===== config.mk =====
export PLATFORM = sky130hd
export DESIGN_NAME = ttm_mask_unit
export DESIGN_NICKNAME = d
export VERILOG_FILES = /design/src/common/ttm_pkg.sv /design/src/logic/ttm_mask_unit.sv
export SDC_FILE = /design/constraint.sdc
export NUM_CORES = 1
export LEC_CHECK = 0
export BUFFER_PORTS_ARGS = -buffer_cell sky130_fd_sc_hd__clkbuf_2
export CORE_MARGIN = 8
export CORE_UTILIZATION = 50
export CTS_BUF_LIST = sky130_fd_sc_hd__clkbuf_8
export DETAILED_ROUTE_END_ITERATION = 6
export PLACE_DENSITY_LB_ADDON = 0.12
export SLEW_MARGIN = 20
export SYNTH_ARGS = -nofsm -noshare
export SYNTH_HDL_FRONTEND = slang
export SYNTH_SLANG_ARGS = --single-unit

===== constraint.sdc =====
create_clock -name core_clk_i -period 2.5 [get_ports core_clk_i]
set_input_delay 0.25 -clock core_clk_i [delete_from_list [all_inputs] [get_ports core_clk_i]]
set_output_delay 0.25 -clock core_clk_i [all_outputs]
set_load 0.01 [all_outputs]

===== src/common/ttm_pkg.sv =====
// Package: constants, carriers and types for the two-tier interrupt mask unit
package ttm_pkg;

  // Register byte addresses on the APB
  localparam logic [31:0] TTM_ADDR_ENABLE_PLAIN = 32'hFFB0_0030;
  localparam logic [31:0] TTM_ADDR_ENABLE_SET = 32'hFFB0_0034;
  localparam logic [31:0] TTM_ADDR_ENABLE_CLEAR = 32'hFFB0_0038;

  // Bit layout shared by all three registers
  localparam int TTM_DMA_LSB = 19;
  localparam int TTM_DMA_COUNT = 13;
  localparam int TTM_ETH_RX_BIT = 17;
  localparam int TTM_ETH_TX_BIT = 16;
  localparam int TTM_SER_A_RX_BIT = 15;
  localparam int TTM_SER_A_TX_BIT = 14;
  localparam int TTM_SER_B_RX_BIT = 13;
  localparam int TTM_SER_B_TX_BIT = 12;
  localparam int TTM_MAC_BIT = 7;
  localparam int TTM_WDOG_BIT = 6;
  localparam int TTM_TIMER1_BIT = 5;
  localparam int TTM_TIMER2_BIT = 4;
  localparam int TTM_PORT_LSB = 0;
  localparam int TTM_PORT_COUNT = 4;

  // Implemented positions; bit 18 and bits 11:8 are reserved
  localparam logic [31:0] TTM_VALID_MASK = 32'hFFFB_F0FF;
  // Watchdog and both timers drive the fast line
  localparam logic [31:0] TTM_FAST_MASK = 32'h0000_0070;
  localparam logic [31:0] TTM_NORMAL_MASK = TTM_VALID_MASK & ~TTM_FAST_MASK;
  localparam logic [31:0] TTM_ENABLE_RESET = 32'h0000_0000;
  localparam logic [31:0] TTM_ZERO_WORD = 32'h0000_0000;

  // Highest pending tier seen by the core
  typedef enum logic [1:0] {
    TTM_TIER_NONE = 2'b00,
    TTM_TIER_NORMAL = 2'b01,
    TTM_TIER_FAST = 2'b10
  } ttm_tier_t;

  typedef struct packed {
    logic psel;
    logic penable;
    logic pwrite;
    logic [31:0] paddr;
    logic [31:0] pwdata;
  } ttm_apb_req_t;

  typedef struct packed {
    logic pready;
    logic pslverr;
    logic [31:0] prdata;
  } ttm_apb_rsp_t;

  // On-chip request levels, active high
  typedef struct packed {
    logic [12:0] dma_channel_sources;
    logic eth_receive_source;
    logic eth_transmit_source;
    logic serial_a_receive_source;
    logic serial_a_transmit_source;
    logic serial_b_receive_source;
    logic serial_b_transmit_source;
    logic media_access_source;
    logic watchdog_source;
    logic timer1_source;
    logic timer2_source;
  } ttm_src_t;

  // Port pin interrupt configuration, one bit per pin 3..0
  typedef struct packed {
    logic [3:0] pin_level;
    logic [3:0] port_direction_bits;
    logic [3:0] level_irq_mode;
  } ttm_port_t;

endpackage


===== src/logic/ttm_mask_unit.sv =====
// Two-tier interrupt mask unit with APB register access
// Overview of operation
// RULE1 - Two request outputs to the core: normal line and fast line.
// RULE2 - Fast line outranks normal line; a tier output reports fast first.
// RULE3 - Fast line driven by the timer sources and the watchdog source.
// RULE4 - Every other source drives the normal line.
// RULE5 - Each source has an enable bit masking it from any request.
// RULE6 - Plain enable register is ordinary read/write of all enable bits.
// RULE7 - Reading set-enable register returns source state gated by enables.
// RULE8 - Writing ones to set-enable register sets those enables; zeros ignored.
// RULE9 - Reading clear-enable register returns raw source state.
// RULE10 - Writing ones to clear-enable register clears those enables; zeros ignored.
// RULE11 - All three registers share one 32-bit bit layout.
// RULE12 - DMA channels 1 to 13 occupy bits 31 down to 19.
// RULE13 - Ethernet receive at bit 17, Ethernet transmit at bit 16.
// RULE14 - Serial A receive/transmit bits 15/14, serial B bits 13/12.
// RULE15 - Media access controller at bit 7, watchdog at bit 6.
// RULE16 - First timer at bit 5, second timer at bit 4.
// RULE17 - Port pins 3..0 map to bits 3..0.
// RULE18 - Registers decode at FFB0_0030, FFB0_0034 and FFB0_0038 in that order.
// RULE19 - Port interrupt active while pin level equals its direction bit.
// RULE20 - Reserved bits read zero, ignore writes; lines assert on any enabled source.
`timescale 1ns/1ps

module ttm_mask_unit (
  input wire logic core_clk_i,
  input wire logic sys_rst_i,
  input wire ttm_pkg::ttm_apb_req_t apb_req_i,
  output ttm_pkg::ttm_apb_rsp_t apb_rsp_o,
  input wire ttm_pkg::ttm_src_t src_i,
  input wire ttm_pkg::ttm_port_t port_i,
  output logic irq_o,
  output logic fast_request_line_o,
  output ttm_pkg::ttm_tier_t tier_o
);
  import ttm_pkg::*;

  // Places every source at its fixed position in the shared layout
  function automatic logic [31:0] layout_sources(input ttm_src_t s, input logic [3:0] port_lvl);
    logic [31:0] v;
    v = TTM_ZERO_WORD;
    v[TTM_DMA_LSB +: TTM_DMA_COUNT] = s.dma_channel_sources; // see RULE12
    v[TTM_ETH_RX_BIT] = s.eth_receive_source; // see RULE13
    v[TTM_ETH_TX_BIT] = s.eth_transmit_source; // see RULE13
    v[TTM_SER_A_RX_BIT] = s.serial_a_receive_source; // see RULE14
    v[TTM_SER_A_TX_BIT] = s.serial_a_transmit_source; // see RULE14
    v[TTM_SER_B_RX_BIT] = s.serial_b_receive_source; // see RULE14
    v[TTM_SER_B_TX_BIT] = s.serial_b_transmit_source; // see RULE14
    v[TTM_MAC_BIT] = s.media_access_source; // see RULE15
    v[TTM_WDOG_BIT] = s.watchdog_source; // see RULE15
    v[TTM_TIMER1_BIT] = s.timer1_source; // see RULE16
    v[TTM_TIMER2_BIT] = s.timer2_source; // see RULE16
    v[TTM_PORT_LSB +: TTM_PORT_COUNT] = port_lvl; // see RULE17
    return v;
  endfunction

  // Register selector shared by the read and write paths
  typedef enum logic [1:0] {
    TTM_SEL_NONE = 2'b00,
    TTM_SEL_PLAIN = 2'b01,
    TTM_SEL_SET = 2'b10,
    TTM_SEL_CLEAR = 2'b11
  } ttm_sel_t;

  function automatic ttm_sel_t decode_addr(input logic [31:0] addr);
    ttm_sel_t sel;
    sel = TTM_SEL_NONE;
    case (addr)
      TTM_ADDR_ENABLE_PLAIN: sel = TTM_SEL_PLAIN; // see RULE18
      TTM_ADDR_ENABLE_SET: sel = TTM_SEL_SET; // see RULE18
      TTM_ADDR_ENABLE_CLEAR: sel = TTM_SEL_CLEAR; // see RULE18
      default: sel = TTM_SEL_NONE;
    endcase
    return sel;
  endfunction

  logic [31:0] enable_reg;
  logic [31:0] enable_next;
  logic [31:0] raw_reg;
  logic [3:0] port_lvl;
  logic [31:0] masked;
  logic pready_reg;
  logic pslverr_reg;
  logic [31:0] prdata_reg;
  logic irq_reg;
  logic fast_reg;
  ttm_tier_t tier_reg;
  ttm_sel_t sel;
  logic setup_phase;
  logic write_commit;

  assign sel = decode_addr(apb_req_i.paddr);
  assign setup_phase = apb_req_i.psel && !apb_req_i.penable;
  // A write lands only on the edge where the access phase sees pready
  assign write_commit = apb_req_i.psel && apb_req_i.penable && pready_reg && apb_req_i.pwrite;

  // Level-sensitive port interrupts: pin equal to its direction bit, in interrupt mode
  assign port_lvl = port_i.level_irq_mode & ~(port_i.pin_level ^ port_i.port_direction_bits); // see RULE19

  assign masked = raw_reg & enable_reg; // see RULE5

  // Raw source state, registered once so status reads and request lines agree
  always_ff @(posedge core_clk_i) begin
    if (sys_rst_i) begin
      raw_reg <= TTM_ZERO_WORD;
    end else begin
      raw_reg <= layout_sources(src_i, port_lvl) & TTM_VALID_MASK; // see RULE11
    end
  end

  // Enable update; reserved positions never hold a one
  always_comb begin
    enable_next = enable_reg;
    if (write_commit) begin
      case (sel)
        TTM_SEL_PLAIN: enable_next = apb_req_i.pwdata & TTM_VALID_MASK; // see RULE6
        TTM_SEL_SET: enable_next = enable_reg | (apb_req_i.pwdata & TTM_VALID_MASK); // see RULE8
        TTM_SEL_CLEAR: enable_next = enable_reg & ~apb_req_i.pwdata; // see RULE10
        default: enable_next = enable_reg;
      endcase
    end
  end

  always_ff @(posedge core_clk_i) begin
    if (sys_rst_i) begin
      enable_reg <= TTM_ENABLE_RESET;
    end else begin
      enable_reg <= enable_next; // see RULE20
    end
  end

  // Zero-wait slave: answer is ready in the first access cycle.
  // Read data is captured in the setup cycle, so status is one cycle old at completion.
  always_ff @(posedge core_clk_i) begin
    if (sys_rst_i) begin
      pready_reg <= 1'b0;
      pslverr_reg <= 1'b0;
      prdata_reg <= TTM_ZERO_WORD;
    end else if (setup_phase) begin
      pready_reg <= 1'b1;
      pslverr_reg <= (sel == TTM_SEL_NONE); // see RULE18
      if (apb_req_i.pwrite) begin
        prdata_reg <= TTM_ZERO_WORD;
      end else begin
        case (sel)
          TTM_SEL_PLAIN: prdata_reg <= enable_reg; // see RULE6
          TTM_SEL_SET: prdata_reg <= masked; // see RULE7
          TTM_SEL_CLEAR: prdata_reg <= raw_reg; // see RULE9
          default: prdata_reg <= TTM_ZERO_WORD;
        endcase
      end
    end else begin
      pready_reg <= 1'b0;
      pslverr_reg <= 1'b0;
      prdata_reg <= TTM_ZERO_WORD;
    end
  end

  // Request lines: any enabled source of each tier
  always_ff @(posedge core_clk_i) begin
    if (sys_rst_i) begin
      irq_reg <= 1'b0;
      fast_reg <= 1'b0;
    end else begin
      irq_reg <= |(masked & TTM_NORMAL_MASK); // see RULE4
      fast_reg <= |(masked & TTM_FAST_MASK); // see RULE3
    end
  end

  // The core arbitrates the two lines itself; the tier output shows which wins
  always_ff @(posedge core_clk_i) begin
    if (sys_rst_i) begin
      tier_reg <= TTM_TIER_NONE;
    end else if (|(masked & TTM_FAST_MASK)) begin
      tier_reg <= TTM_TIER_FAST; // see RULE2
    end else if (|(masked & TTM_NORMAL_MASK)) begin
      tier_reg <= TTM_TIER_NORMAL;
    end else begin
      tier_reg <= TTM_TIER_NONE;
    end
  end

  assign apb_rsp_o.pready = pready_reg;
  assign apb_rsp_o.pslverr = pslverr_reg;
  assign apb_rsp_o.prdata = prdata_reg;
  assign irq_o = irq_reg; // see RULE1
  assign fast_request_line_o = fast_reg; // see RULE1
  assign tier_o = tier_reg;
endmodule // ttm_mask_unit


==> results.sh, run 1 <==
export IMPL_critical_path_class="in -> reg"
export IMPL_instances_no_fill=615
export IMPL_htree_levels=3
export IMPL_firstDrtPassIters=4
export IMPL_overflow=0
export IMPL_diodes=0
export IMPL_final_setup_viol_count=0
export IMPL_cts_resized=0
export IMPL_synth_seq_area_share_pct=52.17
export IMPL_die_y_um=101.8
export IMPL_vias_per_cell=5.411
export IMPL_cp_data_required_time_ns=2.78
export IMPL_hold_class="in -> reg"
export IMPL_ys_flop_type="dfxtp_1"
export IMPL_maxSlewViolCount=0
export IMPL_power_internal_w=0.002332
export IMPL_grt_pass1_vias=3242
export IMPL_wl_per_cell_um=16.82
export IMPL_grt_pass1_wl_um=16170
export IMPL_detailedPlace_worstSlack_ns=0.3929
export IMPL_ios=142
export IMPL_place_inst=600
export IMPL_max_cap_violations=0
export IMPL_ys_async_sr_fraction_pct=0
export IMPL_synth_edf_count=0
export IMPL_start_util_pct=51.33
export IMPL_postSynthAreaPerCell_um2=9.518
export IMPL_post_cts_buffers=0
export IMPL_num_rows=31
export IMPL_status="complete, no violations"
export IMPL_p_seq_share_pct=52.3
export IMPL_regArea_um2=1922
export IMPL_dp_hpwl_um=7340
export IMPL_synth_fp_nets=491
export IMPL_switching_share_pct=22.17
export IMPL_antenna_found_initial=0
export IMPL_cp_end_kind="flip-flop"
export IMPL_nFillCells=626
export IMPL_track_usage_pct=19.78
export IMPL_power_density_nw_per_um2=643.0
export IMPL_netlist_instances=387
export IMPL_power_w=0.002996
export IMPL_core_um2=7176
export IMPL_area_delta_synth_final_pct=26.49
export IMPL_finalCritPeriodShare_pct=71.38
export IMPL_tightest_slew_ns=0.5876
export IMPL_ys_types=32
export IMPL_drt_iter0_drc=228
export IMPL_cts_buffers_inserted=9
export IMPL_power_frac_clock_pct=40.4
export IMPL_hold_buffers=0
export IMPL_yosys_area_top_type="dfxtp_1"
export IMPL_drive_above_1_share_pct=32.56
export IMPL_fin_hold_ws_ns=0.09415
export IMPL_drc=0
export IMPL_fin_tns_setup_ns=0
export IMPL_crit_fanout=31
export IMPL_fin_worst_skew_ns=0.01162
export IMPL_rsz0062_at_grt="no"
export IMPL_gp_congestion=0.7773
export IMPL_ys_seq_elements=96
export IMPL_antenna_left=0
export IMPL_dieWidth_um=101.8
export IMPL_vias=3328
export IMPL_yosysTopAreaCellShare_pct=52.17
export IMPL_setup_ws_ns=0.7154
export IMPL_cts_root_buf="clkbuf_8"
export IMPL_final_hold_viol_count=0
export IMPL_timing_fmax_ghz=0.5604
export IMPL_cts_sinks=96
export IMPL_routed_wl_um=10350
export IMPL_io_buffers=141
export IMPL_clock_insertion_delay_worst_skew_ns=0.36
export IMPL_die_area_um2=10370
export IMPL_cts_clk_slew_worst_paths_ns=0.10
export IMPL_crit_path_start_kind="input pin"
export IMPL_multi_input_area_um2=1600
export IMPL_synthTopCellsByArea="dfxtp_1 (52%), o2bb2ai_1 (6.4%), nand2b_1 (6.3%)"
export IMPL_ir_drop_uv=324.2
export IMPL_clock_path_buffers=2
export IMPL_relSlewSlack_pct=60.83
export IMPL_switchingPower_w=0.0006642
export IMPL_cts_tree="yes"
export IMPL_cp_arrival_ns=2.06
export IMPL_nets=616
export IMPL_p_leak_nw=1.894
export IMPL_ys_warnings_count=0
export IMPL_p_comb_share_pct=7.3
export IMPL_period_minus_slack_ns=1.785
export IMPL_netlist_area_um2=3684
export IMPL_grt_max_degree=64
==> layout make-up <==
cell class                 instances  area share (%)
clock inverter                     6           2.470
multi-input combinational        256           34.34
inverter                           1         0.08056
tap                               99           2.658
timing repair buffer             148           16.54
clock buffer                       9           2.658
sequential                        96           41.25
==> power by group through the flow <==
| stage | logic [W] | registers [W] | clock network, W |
|---|---|---|---|
| 6_report | 0.000219 | 0.00157 | 0.00121 |
| 5_1_grt | 0.000238 | 0.00157 | 0.00131 |
| 4_1_cts | 0.000218 | 0.00157 | 0.00123 |
| 3_5_place_dp | 0.000217 | 0.00160 | 0 |
| 3_3_place_gp | 0.000214 | 0.00160 | 0 |
| 2_1_floorplan | 0.000103 | 0.00160 | 0 |
==> cells by family after synthesis <==
| family | after synthesis | synth area share [%] |
|---|---|---|
| and+or+nand+nor | 151 | 23.78 |
| AOI/OAI and AO/OA | 100 | 18.27 |
| DFF | 96 | 52.17 |
| buffers and inverters | 35 | 4.585 |
| xor gates and xnor gates | 5 | 1.189 |
==> per-stage QoR <==
step,util [%],cell area (µm²)
after floorplan,-,3684
after global placement,61.60,4420
after detailed placement,61.60,4420
after CTS,64.93,4659
after global routing,64.93,4659
final,64.93,4659
==> cells in the final DEF, fill, tap and decap left out, drive strengths merged, types with 2 or more instances in the layout <==
master     n
a21oi      5
a22oi     12
and2       5
and4       2
buf        7
bufinv     3
clkbuf   150
dfxtp     96
inv        3
nand2b    37
nand4      6
nand4bb    2
nor2      33
nor2b     23
nor3      28
nor3b      5
nor4       3
o21ai     27
o22ai     27
o2bb2ai   27
or4        2
xor2       4
==> synth_stat cells (2+ instances only) <==
cell type	count
dfxtp_1	96
nand2b_1	37
nor2_1	33
nor3_1	28
o21ai_0	27
o22ai_1	27
o2bb2ai_1	27
clkbuf_1	24
nor2b_1	23
a22oi_1	12
nand4_1	6
a21oi_1	5
and2_1	5
nor3b_1	5
xor2_1	4
buf_2	3
buf_4	3
buf_6	3
nor4_1	3
and4_1	2
nand4bb_1	2
or4_4	2
==> final timing paths <==
check / startpoint / endpoint / slack [ns] / cells after the start
setup / recovery: apb_req_i[32] / enable_reg[28] / 0.72 / 7
hold / removal: src_i[12] / raw_reg[21] / 0.09 / 2
setup reg to reg: pready_reg / enable_reg[28] / 0.96 / 4
hold reg to reg: enable_reg[10] / enable_reg[10] / 0.45 / 2
==> routing by layer <==
metal | vias up | global-route usage, % | share of wire [%]
met5 | - | 0 | 0
met4 | 0 | 6.546 | 1.2
met3 | 9 | 4.223 | 8.1
met2 | 120 | 32.85 | 49
met1 | 1570 | 24.91 | 42
li1 | 1629 | - | -
==> critical path, stage by stage <==
cell       delay, ns
clkbuf_2        0.07
nand4bb_1       0.17
or4_4           0.53
buf_4           0.26
and4b_1         0.28
buf_4           0.31
o2bb2ai_1       0.16
(Power assumes the default switching activity.)
==> run 2, diff against run 1 <==
- ABC_AREA: not set -> 1
- CORE_UTILIZATION: 50 -> 47
- clock period: 2.5 -> 1.55 ns (I/O delays scaled with it)
==> run 2 against run 1 <==
Clock power rose by 26%. Wire length increased by 10%. Power rose by 46%. Largest cell class unchanged. Largest power group unchanged. Die area up 15%. Global-route usage fell by 0.46 points. Non-clock buffer count grew 32.
==> results.sh, run 2 <==
export IMPL_ys_warnings_count=0
export IMPL_max_cap_violations=0
export IMPL_hold_buffers=25
export IMPL_gp_congestion=0.8212
export IMPL_nets=801
export IMPL_cp_end_kind="flip-flop"
export IMPL_htree_levels=3
export IMPL_final_hold_viol_count=0
export IMPL_tightest_slew_ns=0.3821
export IMPL_cts_resized=0
export IMPL_final_common_cell="clkbuf_2"
export IMPL_timing_fmax_ghz=0.7171
export IMPL_track_usage_pct=19.31
export IMPL_mostFrequentLayoutCells="clkbuf_2 (141), dfxtp_1 (96), nor2_1 (81), nand2_1 (78), inv_1 (64)"
export IMPL_ys_types=29
export IMPL_ys_flop_type="dfxtp_1"
export IMPL_holdPathEnd="raw_reg[3]"
export IMPL_status="complete, no violations"
export IMPL_cp_data_required_time_ns=1.85
export IMPL_postSynthAreaPerCell_um2=7.563
export IMPL_wl_per_cell_um=14.10
export IMPL_place_inst=769
export IMPL_core_um2=8551
export IMPL_antenna_left=0
export IMPL_antenna_found_initial=0
export IMPL_regToRegStartpoint="enable_reg[7]"
export IMPL_area_delta_synth_final_pct=30.94
export IMPL_r2r_end="irq_o"
export IMPL_yosysTopAreaCellShare_pct=47.15
export IMPL_synth_edf_count=0
export IMPL_ios=142
export IMPL_routed_wl_um=11420
export IMPL_grt_max_degree=55
export IMPL_fin_tns_setup_ns=0
export IMPL_vias_per_cell=5.110
export IMPL_post_cts_buffers=0
export IMPL_cts_root_buf="clkbuf_8"
export IMPL_vias=4139
export IMPL_relSlewSlack_pct=74.53
export IMPL_firstDrtPassIters=6
export IMPL_instances_no_fill=810
export IMPL_critical_path_class="in -> reg"
export IMPL_maxSlewViolCount=0
export IMPL_cts_sinks=96
export IMPL_fin_worst_skew_ns=0.01448
export IMPL_clock_insertion_delay_worst_skew_ns=0.36
export IMPL_cts_buffers_inserted=9
export IMPL_clock_path_buffers=2
export IMPL_synth_most_common_cell="dfxtp_1"
export IMPL_crit_path_start_kind="input pin"
export IMPL_finalCritPeriodShare_pct=89.97
export IMPL_synth_seq_area_share_pct=47.15
export IMPL_die_y_um=109.1
export IMPL_grt_pass1_wl_um=18530
export IMPL_overflow=0
export IMPL_diodes=0
export IMPL_start_util_pct=47.67
export IMPL_crit_start="apb_req_i[65]"
export IMPL_num_rows=34
export IMPL_netlist_instances=539
export IMPL_dieWidth_um=109.1
export IMPL_period_minus_slack_ns=1.395
export IMPL_p_leak_nw=2.436
export IMPL_drc=0
export IMPL_cts_tree="yes"
export IMPL_power_w=0.004382
export IMPL_ys_async_sr_fraction_pct=0
export IMPL_final_setup_viol_count=0
export IMPL_cts_clk_slew_worst_paths_ns=0.10
export IMPL_crit_fanout=27
export IMPL_netlist_area_um2=4076
export IMPL_ir_drop_uv=480.4
export IMPL_synth_fp_nets=643
export IMPL_min_from="port_i[3]"
export IMPL_drive_above_1_share_pct=26.78
export IMPL_drt_iter0_drc=185
export IMPL_r2r_slack_ns=0.17
export IMPL_io_buffers=141
export IMPL_holdPathStages=3
export IMPL_ys_seq_elements=96
export IMPL_cp_arrival_ns=1.70
export IMPL_hold_class="in -> reg"
export IMPL_final_util_pct=62.42
export IMPL_grt_pass1_vias=4168
export IMPL_worstRegToRegCells=6
export IMPL_synth_commonest_cells="dfxtp_1 (96), nor2_1 (82), nand2_1 (78)"
export IMPL_rsz0062_at_grt="no"
export IMPL_yosys_area_top_type="dfxtp_1"
export IMPL_dp_hpwl_um=8166
export IMPL_synthTopCellsByArea="dfxtp_1 (47%), nor2_1 (7.6%), nand2_1 (7.2%)"
export IMPL_die_area_um2=11910
export IMPL_power_density_nw_per_um2=820.9
==> run 2: cell count changes in the layout (fill, tap and decap cells not counted), moves of 25 or more <==
cell           before  now
a21oi_1             5   30
o2bb2ai_1          27    0
nand2b_1           37    0
inv_1               1   64
dlygate4sd3_1       0   25
nor2_1             33   81
nand2_1             0   78
nor3_1             28    2
nand3_1             0   57
==> run 2: critical path: stages <==
cell and delay, ns:
dlygate4sd3_1 0.54, clkbuf_2 0.11, nor3_1 0.22, inv_1 0.08, nor2_1 0.19, nand2_2 0.10
buf_12 0.17, nor2_1 0.12
==> run 2: worst max-delay path by stage <==
stage,to,slack (ns)
2_1_floorplan,enable_reg[12],0.20
3_3_place_gp,enable_reg[24],-0.03
3_5_place_dp,enable_reg[24],-0.11
4_1_cts,irq_o,0.15
5_1_grt,irq_o,0.006
6_report,prdata_reg[7],0.16
==> run 2: cell type report <==
| type | count | area [µm²] |
|---|---|---|
| well taps | 108 | 135.1 |
| clock buffers | 9 | 123.9 |
| clock inverters | 7 | 55.05 |
| multi-input cells | 344 | 1718 |
| repair buffers | 180 | 1136 |
| fillers | 809 | 3213 |
| inverters | 66 | 247.7 |
| flip-flops and latches | 96 | 1922 |
==> run 2: logic make-up after synthesis <==
group / share of synthesized area (%)
buf+inv: 10.77
compound gates: 10.59
flops: 47.15
simple gates: 30.63
xor+xnor: 0.8593
==> run 2: where the power goes <==
group	switching (W)	internal, W
sequential	0.0000198	0.00250
combinational	0.000153	0.000178
clock	0.000919	0.000607
total	0.00109	0.00329
==> run 2: per-stage QoR <==
stage / area [µm²] / setup WS (ns) / hold slack [ns]
floorplan: 4076 / 0.2025 / 0.2420
global placement: 4908 / -0.03191 / 0.3470
detailed placement: 4908 / -0.1099 / 0.3522
CTS: 5338 / 0.1516 / 0.003326
global route: 5338 / 0.006077 / 0.004371
finish: 5338 / 0.1555 / 0.006732
==> run 2: routing by layer <==
| metal | up-vias | wire (µm) | part of all wire (%) | GRT usage (%) |
|---|---|---|---|---|
| li1 | 2092 | - | - | - |
| met1 | 1895 | 4585 | 40 | 21.70 |
| met2 | 137 | 5750 | 50 | 34.36 |
| met3 | 15 | 919 | 8.0 | 5.319 |
| met4 | 0 | 163 | 1.4 | 6.452 |
| met5 | - | 0 | 0 | 0 |
==> run 3, diff against run 2 <==
- ABC_AREA: 1 -> not set
- CORE_UTILIZATION: 47 -> 45
==> run 3 against run 2 <==
Hold slack lost 0.0023 ns. Die area shrank 4.8%. Core utilization shrank 2.6 points. Fmax shrank 6.8%. Combinational power grew 17%. Critical path depth shrank 3. Critical endpoint is now prdata_reg[4]. Largest power group unchanged.
==> results.sh, run 3 (synthesis gave the netlist of run 1 again) <==
export IMPL_start_util_pct=45.52
export IMPL_slowest_delay_ns=0.71
export IMPL_antenna_found_initial=0
export IMPL_status="complete, no violations"
export IMPL_power_density_nw_per_um2=973.0
export IMPL_timing_fmax_ghz=0.6684
export IMPL_mostFrequentLayoutCells="clkbuf_2 (141), dfxtp_1 (96), nand2b_1 (37), nor2_1 (33), nor3_1 (28)"
export IMPL_wl_per_cell_um=16.88
export IMPL_cts_tree="yes"
export IMPL_clock_insertion_delay_worst_skew_ns=0.36
export IMPL_multi_input_area_um2=1600
export IMPL_final_util_pct=59.79
export IMPL_fin_worst_skew_ns=0.006685
export IMPL_hold_class="in -> reg"
export IMPL_p_leak_nw=1.986
export IMPL_diodes=0
export IMPL_tightest_slew_ns=0.5679
export IMPL_power_w=0.004708
export IMPL_area_delta_synth_final_pct=31.35
export IMPL_gp_congestion=0.7735
export IMPL_fin_hold_ws_ns=0.004475
export IMPL_crit_path_start_kind="input pin"
export IMPL_io_buffers=141
export IMPL_relSlewSlack_pct=62.14
export IMPL_cp_slowest_cell="or4_4"
export IMPL_period_minus_slack_ns=1.496
export IMPL_dieWidth_um=106.5
export IMPL_vias_per_cell=5.251
export IMPL_grt_pass1_wl_um=17270
export IMPL_rsz0062_at_grt="no"
export IMPL_grt_pass1_vias=3424
export IMPL_cp_common_cell="or4_4"
export IMPL_ios=142
export IMPL_cp_end_kind="flip-flop"
export IMPL_cts_sinks=96
export IMPL_nets=635
export IMPL_worstRegToRegCells=5
export IMPL_critical_path_class="in -> reg"
export IMPL_regArea_um2=1922
export IMPL_drt_iter0_drc=188
export IMPL_track_usage_pct=19.15
export IMPL_htree_levels=3
export IMPL_routed_wl_um=10820
export IMPL_antenna_left=0
export IMPL_vias=3366
export IMPL_crit_fanout=27
export IMPL_cp_arrival_ns=1.79
export IMPL_final_common_cell="clkbuf_2"
export IMPL_firstDrtPassIters=4
export IMPL_die_y_um=106.5
export IMPL_holdPathStages=2
export IMPL_dp_hpwl_um=7740
export IMPL_critPathBufInv=1
export IMPL_ir_drop_uv=591.1
export IMPL_drc=0
export IMPL_cp_top_family="simple AND/OR/NAND/NOR gates"
export IMPL_max_cap_violations=0
export IMPL_cp_data_required_time_ns=1.85
export IMPL_clock_path_buffers=2
export IMPL_final_setup_viol_count=0
export IMPL_grt_max_degree=64
export IMPL_finalCritPeriodShare_pct=96.52
export IMPL_maxSlewViolCount=0
export IMPL_final_hold_viol_count=0
export IMPL_cts_buffers_inserted=9
export IMPL_cts_root_buf="clkbuf_8"
export IMPL_cts_clk_slew_worst_paths_ns=0.09
export IMPL_worstPathCellList="clkbuf_2 > nand4bb_1 > or4_4 > or4_4 > nor2_1"
export IMPL_core_um2=8093
export IMPL_die_area_um2=11340
export IMPL_cts_resized=0
export IMPL_drive_above_1_share_pct=32.28
export IMPL_overflow=0
export IMPL_nFillCells=760
export IMPL_post_cts_buffers=0
export IMPL_cp_depth=5
export IMPL_num_rows=33
run 3: changes by cell type in the layout (fill, tap and decap cells not counted), sizes merged, moves of 24 or more:
cell / delta
nand2: -84
inv: -68
nand3: -59
nor2: -53
nand2b: +37
o2bb2ai: +27
a21oi: -26
nor3: +26
nand4: -24
run 3: worst paths after layout:
kind	slack, ns	to	from
setup / recovery	0.05	prdata_reg[4]	apb_req_i[54]
hold reg to reg	0.45	enable_reg[8]	enable_reg[8]
hold / removal	0.004	raw_reg[4]	src_i[0]
setup reg to reg	0.09	tier_o[0]	enable_reg[31]
run 3: cell type report:
class / instances / share of cell area, %
multi-input combinational: 256 / 33.07
clock inverter: 6 / 1.758
sequential: 96 / 39.72
clock buffer: 10 / 2.845
timing repair buffer: 167 / 19.81
tap: 105 / 2.715
inverter: 1 / 0.07758
run 3: what timing repair did:
item	4_1_cts	5_1_grt
endpoints found under the setup margin	0	0
endpoints found under the hold margin	11	2
hold buffers	11	2
run 3: per-layer routing:
layer  global-route usage (%)  vias to the layer above  routed length (µm)
met1                    23.20                     1557                4350
met5                        0                        -                   0
li1                         -                     1676                   -
met4                    6.935                        0                 221
met2                    32.22                      115                5512
met3                    4.719                       18                 736
run 3: metrics by stage:
step           setup TNS (ns)  cell area (µm²)  worst slack [ns]  std cells
2_1_floorplan          -4.567             3694           -0.1917        387
3_3_place_gp           -13.55             4486           -0.2540        612
3_5_place_dp           -17.17             4486           -0.3376        612
4_1_cts                     0             4818           0.04239        639
5_1_grt                     0             4838           0.01702        641
6_report                    0             4838           0.05390        641
run 3: power by group:
| group | switching, W | internal, W | leakage (nW) |
|---|---|---|---|
| clock network | 0.000846 | 0.000948 | 0.119 |
| logic | 0.000181 | 0.000207 | 1.09 |
| registers | 0.0000223 | 0.00250 | 0.780 |
